==> config.mk <==
export PLATFORM = sky130hd
export DESIGN_NAME = dsw_write_port
export DESIGN_NICKNAME = d
export VERILOG_FILES = /design/src/dsw_sync2.v /design/src/dsw_write_port.v
export VERILOG_INCLUDE_DIRS = /design/src
export SDC_FILE = /design/constraint.sdc
export NUM_CORES = 1
export LEC_CHECK = 0
export BUFFER_PORTS_ARGS = -buffer_cell sky130_fd_sc_hd__buf_2
export CORE_MARGIN = 2
export CORE_UTILIZATION = 37
export CTS_CLUSTER_SIZE = 20
export DETAILED_ROUTE_END_ITERATION = 10
export GPL_TIMING_DRIVEN = 0
export PLACE_DENSITY = 0.63
export SLEW_MARGIN = 20
export SYNTH_ARGS = -nofsm -noshare
export SYNTH_HDL_FRONTEND = slang
export SYNTH_SLANG_ARGS = --single-unit
==> constraint.sdc <==
create_clock -name ref_clk -period 3.9 [get_ports ref_clk]
set_clock_uncertainty 0.15 [all_clocks]
set_input_delay 0.585 -clock ref_clk [delete_from_list [all_inputs] [get_ports ref_clk]]
set_output_delay 0.585 -clock ref_clk [all_outputs]
set_load 0.01 [all_outputs]
==> src/dsw_consts.vh <==
// dsw_consts.vh: constants for the serial write port of a 16-bit dac.
// assumes it is included by bare name from the design files.
`ifndef DSW_CONSTS_VH
`define DSW_CONSTS_VH

// frame geometry
`define DSW_FRAME_BITS      24
`define DSW_CNT_W           5
`define DSW_DATA_W          16

// field positions inside the received word
`define DSW_RST_LOAD_BIT    22
`define DSW_MODE_HI         21
`define DSW_MODE_LO         20
`define DSW_DATA_HI         15
`define DSW_DATA_LO         0

// power-on codes
`define DSW_CODE_ZERO       16'h0000
`define DSW_CODE_MID        16'h8000
`define DSW_MODE_NORMAL     2'h0
`define DSW_SHIFT_CLEAR     24'h00_0000

// host serial clock ceiling and ref_clk rate, kept for the bench, not used by logic
`define DSW_SCLK_MAX_MHZ    30
`define DSW_REF_CLK_MHZ     40

`endif

==> src/dsw_sync2.v <==
// dsw_sync2.v: two-stage synchroniser for a group of independent levels.
// assumes each bit is a slow level; no bus coherency is implied.
`timescale 1ns/1ps
`default_nettype none

module dsw_sync2 #(
	parameter WIDTH = 3
) (
	input  wire             ref_clk,
	input  wire             nrst,
	input  wire [WIDTH-1:0] async_in,
	output wire [WIDTH-1:0] sync_out
);

	reg [WIDTH-1:0] meta_reg;
	reg [WIDTH-1:0] sync_reg;

	// first stage feeds only the second stage
	always @(posedge ref_clk or negedge nrst) begin
		if (!nrst) begin
			meta_reg <= {WIDTH{1'b1}};
			sync_reg <= {WIDTH{1'b1}};
		end else begin
			meta_reg <= async_in;
			sync_reg <= meta_reg;
		end
	end

	assign sync_out = sync_reg;

endmodule // dsw_sync2

`default_nettype wire

==> src/dsw_write_port.v <==
// dsw_write_port.v: write-only three-wire serial input of a 16-bit dac.
// assumes the host pins are asynchronous to ref_clk and that the serial
// clock runs well below a quarter of ref_clk so every edge is seen.
// a sync line already low when reset ends counts as a fresh fall.
// update_pulse and abort_pulse each last one ref_clk cycle.
// reset_code is an output only and never reloads the dac code.
//
// Operation
// - frame sync low-going edge arms the shift register for a word.
// - while sync is low, each serial clock fall up to the 24th captures one data bit.
// - the input shift register is 24 bits; a word is 24 bits.
// - update length conflict resolved: update on the 24th fall.
// - sync rising before the update edge aborts the partial write.
// - power-on code is zero or midscale by variant, held until a write.
// - on the 24th fall, latch last bit and apply code and mode.
// - bits 21 and 20 select normal or one of three power-down modes.
// - bit 22 also loads the data into a persistent reset-code register.
// - an abort clears the shift register, leaves code and mode alone.
`timescale 1ns/1ps
`default_nettype none
`include "dsw_consts.vh"

module dsw_write_port #(
	parameter RESET_TO_MID = 0,
	parameter FRAME_BITS   = `DSW_FRAME_BITS
) (
	input  wire        ref_clk,
	input  wire        nrst,
	input  wire        frame_sync_n,
	input  wire        serial_clock,
	input  wire        serial_data_in,
	output wire [15:0] dac_code,
	output wire [1:0]  power_mode_sel,
	output wire        power_down,
	output wire [15:0] reset_code,
	output wire        update_pulse,
	output wire        abort_pulse,
	output wire        frame_active
);

	// power-on code picked by the build variant
	localparam [15:0] POR_CODE = (RESET_TO_MID != 0) ?
		`DSW_CODE_MID : `DSW_CODE_ZERO;
	// index of the last bit; only the low five bits reach the counter
	localparam integer LAST_IDX = FRAME_BITS - 1;

	// frame states, one-hot
	localparam [2:0] ST_IDLE  = 3'b001; // waiting for a fresh sync fall
	localparam [2:0] ST_SHIFT = 3'b010; // collecting bits
	localparam [2:0] ST_DONE  = 3'b100; // word applied, sync still low

	wire [2:0] pins_sync;
	wire       sync_n_s;
	wire       sclk_s;
	wire       sdi_s;

	reg        sync_n_d_reg;
	reg        sclk_d_reg;
	reg [2:0]  state_reg;
	reg [2:0]  state_next;
	reg [23:0] shift_reg;
	reg [23:0] shift_next;
	reg [4:0]  count_reg;
	reg [4:0]  count_next;
	reg [15:0] code_reg;
	reg [15:0] code_next;
	reg [1:0]  mode_reg;
	reg [1:0]  mode_next;
	reg [15:0] rcode_reg;
	reg [15:0] rcode_next;
	reg        upd_reg;
	reg        upd_next;
	reg        abt_reg;
	reg        abt_next;

	wire       sync_fall;
	wire       sclk_fall;
	wire [23:0] word_in;

	// data field of a received word, used for dac and reset codes
	function [15:0] code_field;
		input [23:0] word;
		begin
			code_field = word[`DSW_DATA_HI:`DSW_DATA_LO];
		end
	endfunction

	// bring all three host pins into the ref_clk domain
	dsw_sync2 #(
		.WIDTH (3)
	) u_pin_sync (
		.ref_clk  (ref_clk),
		.nrst     (nrst),
		.async_in ({frame_sync_n, serial_clock, serial_data_in}),
		.sync_out (pins_sync)
	);

	assign sync_n_s = pins_sync[2];
	assign sclk_s   = pins_sync[1];
	assign sdi_s    = pins_sync[0];

	// edge history, taken after the synchroniser only
	always @(posedge ref_clk or negedge nrst) begin
		if (!nrst) begin
			sync_n_d_reg <= 1'b1;
			sclk_d_reg   <= 1'b1;
		end else begin
			sync_n_d_reg <= sync_n_s;
			sclk_d_reg   <= sclk_s;
		end
	end

	assign sync_fall = sync_n_d_reg & ~sync_n_s;
	assign sclk_fall = sclk_d_reg & ~sclk_s;

	// word as it stands once the current bit is shifted in, msb first
	assign word_in = {shift_reg[22:0], sdi_s};

	// frame sequencing, capture and apply
	always @* begin
		state_next = state_reg;
		shift_next = shift_reg;
		count_next = count_reg;
		code_next  = code_reg;
		mode_next  = mode_reg;
		rcode_next = rcode_reg;
		upd_next   = 1'b0;
		abt_next   = 1'b0;
		case (state_reg)
			ST_IDLE: begin
				// only a fresh sync fall starts a word
				if (sync_fall) begin
					state_next = ST_SHIFT;
					shift_next = `DSW_SHIFT_CLEAR;
					count_next = 5'd0;
					// a clock fall seen with the sync fall is bit one
					if (sclk_fall) begin
						shift_next = {23'h00_0000, sdi_s};
						count_next = 5'd1;
					end
				end
			end
			ST_SHIFT: begin
				if (sclk_fall && count_reg == LAST_IDX[4:0]) begin
					// last bit: apply on this fall, not the 16th; a
					// sync release in the same cycle loses to it
					shift_next = word_in;
					count_next = count_reg + 5'd1;
					state_next = ST_DONE;
					upd_next   = 1'b1;
					code_next  = code_field(word_in);
					mode_next  = word_in[`DSW_MODE_HI:`DSW_MODE_LO];
					if (word_in[`DSW_RST_LOAD_BIT]) begin
						rcode_next = code_field(word_in);
					end
				end else if (sync_n_s) begin
					// sync high before the last fall drops the word;
					// level, not edge, so no path can stay stuck here
					state_next = ST_IDLE;
					shift_next = `DSW_SHIFT_CLEAR;
					count_next = 5'd0;
					abt_next   = 1'b1;
				end else if (sclk_fall) begin
					// capture one bit on each serial clock fall
					shift_next = word_in;
					count_next = count_reg + 5'd1;
				end
			end
			ST_DONE: begin
				// further clocks ignored until sync goes high
				if (sync_n_s) begin
					state_next = ST_IDLE;
					count_next = 5'd0;
				end
			end
			default: begin
				// an unused state code falls back to idle
				state_next = ST_IDLE;
				shift_next = `DSW_SHIFT_CLEAR;
				count_next = 5'd0;
			end
		endcase
	end

	// state and output registers
	always @(posedge ref_clk or negedge nrst) begin
		if (!nrst) begin
			state_reg <= ST_IDLE;
			shift_reg <= `DSW_SHIFT_CLEAR;
			count_reg <= 5'd0;
			code_reg  <= POR_CODE;
			mode_reg  <= `DSW_MODE_NORMAL;
			rcode_reg <= POR_CODE;
			upd_reg   <= 1'b0;
			abt_reg   <= 1'b0;
		end else begin
			state_reg <= state_next;
			shift_reg <= shift_next;
			count_reg <= count_next;
			code_reg  <= code_next;
			mode_reg  <= mode_next;
			rcode_reg <= rcode_next;
			upd_reg   <= upd_next;
			abt_reg   <= abt_next;
		end
	end

	// outputs from registers; power_down is decoded from mode_reg
	assign dac_code       = code_reg;
	assign power_mode_sel = mode_reg;
	assign power_down     = (mode_reg != `DSW_MODE_NORMAL);
	assign reset_code     = rcode_reg;
	assign update_pulse   = upd_reg;
	assign abort_pulse    = abt_reg;
	assign frame_active   = state_reg[1];

endmodule // dsw_write_port

`default_nettype wire

==> results.json <==
{
  "run_status": "completed",
  "crit_path_cell_trace": "ha_1 > nand4b_1 > o21ai_1 > clkbuf_1 > and3_1 > mux2_4",
  "cts_hold_buffers": 0,
  "boundaryPins": 43,
  "worst_slew_margin_relative_to_its_limit": 0.505,
  "antenna_cells_inserted": 0,
  "yosys.cell_types.count": 40,
  "detailed_place_hpwl_um": 3780,
  "synth.ff_latch_count": 74,
  "synth_area_mm2": 0.00321,
  "layout-drive-gt1-share": 0.489,
  "route.antenna.remaining_nets": 0,
  "totalNegativeSetupSlack_ns": 0,
  "crit_fanout": 10,
  "unrepaired_setup_endpoints_after_global_routing": "false",
  "worstSetupStartpointType": "flop",
  "per_instance_average_area_after_synthesis_um2": 14.4,
  "cts_root_cell": "sky130_fd_sc_hd__clkbuf_8",
  "globalRoute.totalOverflow": 0,
  "critical_path_buf_inv_count": 1,
  "power.share.sequential": 0.532,
  "powerDensity_mw_per_mm2": 392,
  "fillCellCount": 760,
  "ctsLongestPathBuffers": 2,
  "coreArea_mm2": 0.00830,
  "power_switching_uw": 355,
  "post-cts-setup-buffer-count": 0,
  "largest_register_ffs": 22,
  "initial_utilization": 0.386,
  "floorplan.die_area_mm2": 0.00942,
  "drv_cap": 0,
  "h-tree-depth": 3,
  "clk_pin_slew_ns": 0.08,
  "reg2reg_depth": 6,
  "core.rowCount": 33,
  "timing.hold.worst.class": "primary input to asynchronous set/reset pin",
  "cell_internal_pwr_uw": 1120,
  "dr_vias": 1941,
  "syn-instance-count": 223,
  "post_cts_resize_count": 0,
  "dr.pass1.iters": 4,
  "setup_viol_count_final": 0,
  "worstSetupPathDepth": 6,
  "leakage_power_uw": 0.00202,
  "mostFrequentLayoutCells": "sky130_fd_sc_hd__dfrtp_1 (65), sky130_fd_sc_hd__buf_2 (45), sky130_fd_sc_hd__mux2_4 (29)",
  "io_buffers": 42,
  "detail_route.wirelength_um": 5840,
  "insertion_delay_ns": 0.34,
  "worst_pin_slew_ns": 0.741,
  "worst_ep_arrival_time_ns": 2.55,
  "numCtsBuffers": 9,
  "vias_per_cell": 5.02,
  "fp.dieH_um": 97.1,
  "layout.cells.most_common": "sky130_fd_sc_hd__dfrtp_1",
  "synthesized_net_count": 229,
  "critPathMaxStageDelay_ns": 0.48,
  "detail_route.wl_per_cell_um": 15.1,
  "pin_count_of_the_biggest_net_entering_global_routing": 42,
  "finalHoldViolations": 0,
  "number_of_pins_with_negative_max_slew_slack_in_the_final_report": 0,
  "die_w_um": 97.1,
  "combinationalPowerShare": 0.057,
  "final.period_utilization": 0.618,
  "post-route-drc-count": 0,
  "power.switching_fraction": 0.240,
  "gpl.final_weighted_congestion": 0.796,
  "grt_pass1_vias": 1944,
  "synth_sequential_area_ratio": 0.581,
  "worst_path_max_delay_cell": "sky130_fd_sc_hd__o21ai_1",
  "area_growth_pct": 17.7,
  "grt.total_usage": 0.132,
  "yosysWarningCount": 0,
  "grt_antenna_before_repair": 0,
  "dp_slack_ns": 1.53,
  "first_pass_grt_wire_length_um": 9960,
  "drc_marker_count_from_the_first_detailed_route_iteration": 61,
  "layout.nets": 283,
  "peak_supply_drop_mv": 0.228,
  "p_clk_frac": 0.411,
  "numClockSinks": 74,
  "cp_top_family": "simple AND/OR/NAND/NOR gates",
  "timing.critical_path.to_type": "flop",
  "layout_min_cycle_time_ns": 2.41,
  "crit_required_ns": 4.04,
  "critical_path_class": "flop to flop",
  "cts_tree": "done",
  "timing.final.ws_setup_ns": 1.49,
  "timing.fmax_ghz": 0.415
}
==> final cells by class <==
cell class	instances	area (um2)	area share
Buffer	12	76.3	0.0202
Clock buffer	10	138	0.0365
Clock inverter	6	66.3	0.0176
Inverter	4	15.0	0.00398
Multi-Input combinational cell	133	1250	0.332
Sequential cell	74	1860	0.494
Tap cell	105	131	0.0348
Timing Repair Buffer	43	233	0.0617
==> cell usage after synthesis <==
cell type	number	area, um2
sky130_fd_sc_hd__o31ai_1	3	22.5
sky130_fd_sc_hd__dfstp_2	9	236
sky130_fd_sc_hd__mux2i_1	1	10.0
sky130_fd_sc_hd__dfrtp_1	65	1630
sky130_fd_sc_hd__a31oi_1	1	6.26
sky130_fd_sc_hd__and3_1	21	131
sky130_fd_sc_hd__mux2_1	1	11.3
sky130_fd_sc_hd__nor3_1	2	10.0
sky130_fd_sc_hd__o21ai_0	4	20.0
sky130_fd_sc_hd__o21a_1	1	7.51
sky130_fd_sc_hd__nor3_4	2	32.5
sky130_fd_sc_hd__nand4b_1	1	8.76
sky130_fd_sc_hd__buf_2	4	20.0
sky130_fd_sc_hd__nor2_1	5	18.8
sky130_fd_sc_hd__o31a_1	1	8.76
sky130_fd_sc_hd__o21ai_1	2	10.0
sky130_fd_sc_hd__nand2b_1	2	12.5
sky130_fd_sc_hd__nor4_1	1	6.26
sky130_fd_sc_hd__nand4_1	2	12.5
sky130_fd_sc_hd__or4_1	2	15.0
sky130_fd_sc_hd__ha_1	1	12.5
sky130_fd_sc_hd__nor3b_1	2	15.0
sky130_fd_sc_hd__mux2_4	29	435
sky130_fd_sc_hd__nor3_2	1	10.0
sky130_fd_sc_hd__nand3_1	6	30.0
sky130_fd_sc_hd__a21oi_1	3	15.0
sky130_fd_sc_hd__or4b_1	1	10.0
sky130_fd_sc_hd__mux2_2	26	293
sky130_fd_sc_hd__buf_4	1	7.51
sky130_fd_sc_hd__nor2b_1	2	12.5
sky130_fd_sc_hd__nand2_1	3	11.3
sky130_fd_sc_hd__or3b_4	2	22.5
sky130_fd_sc_hd__inv_1	4	15.0
sky130_fd_sc_hd__or4bb_1	1	11.3
sky130_fd_sc_hd__a211oi_1	1	7.51
sky130_fd_sc_hd__or2_2	1	6.26
sky130_fd_sc_hd__o2bb2ai_1	1	8.76
sky130_fd_sc_hd__nand2_2	1	6.26
sky130_fd_sc_hd__clkbuf_1	4	15.0
sky130_fd_sc_hd__buf_6	3	33.8
==> kinds of logic after synthesis <==
kind of cell,Yosys count,synth area share
DFF,74,0.581
and+or+nand+nor,58,0.119
muxes,57,0.234
AOI/OAI and AO/OA,17,0.0332
buffers and inverters,16,0.0285
adders and majority gates,1,0.00390
==> through the flow <==
step / instance area [um2] / hold slack [ns] / util / power, uW / cells
floorplan: 3210 / 0.139 / - / 853 / 223
global placement: 3550 / 0.195 / 0.427 / 883 / 370
detailed placement: 3570 / 0.197 / 0.430 / 888 / 371
CTS: 3770 / 0.0378 / 0.455 / 1500 / 387
global route: 3770 / 0.0519 / 0.455 / 1530 / 387
finish: 3770 / 0.0370 / 0.455 / 1480 / 387
==> path summary, 6_finish.rpt <==
| kind | start | endpoint | slack, ns |
|---|---|---|---|
| min in group ref_clk | serial_clock | u_pin_sync.meta_reg[1] | 0.19 |
| worst max register to register | count_reg[0] | shift_reg[13] | 1.49 |
| max in group asynchronous | nrst | state_reg[0] | 2.96 |
| worst min register to register | u_pin_sync.meta_reg[2] | u_pin_sync.sync_out[2] | 0.21 |
| worst max-delay path | count_reg[0] | shift_reg[13] | 1.49 |
| worst min-delay path | nrst | dac_code[0] | 0.04 |
==> routing by layer <==
| metal | track usage | wire length (um) |
|---|---|---|
| met5 | 0 | 0 |
| met4 | 0.0455 | 58 |
| met3 | 0.0460 | 303 |
| met2 | 0.191 | 2630 |
| met1 | 0.185 | 2850 |
==> power by group through the flow <==
stage | Sequential (uW) | Combinational, uW | Clock [uW]
4_1_cts | 786 | 87.2 | 628
3_3_place_gp | 801 | 82.4 | 0
3_5_place_dp | 801 | 86.7 | 0
2_1_floorplan | 800 | 53.6 | 0
6_report | 786 | 84.8 | 607
5_1_grt | 788 | 94.9 | 650
No activity file was read; power rests on OpenSTA's default activity.
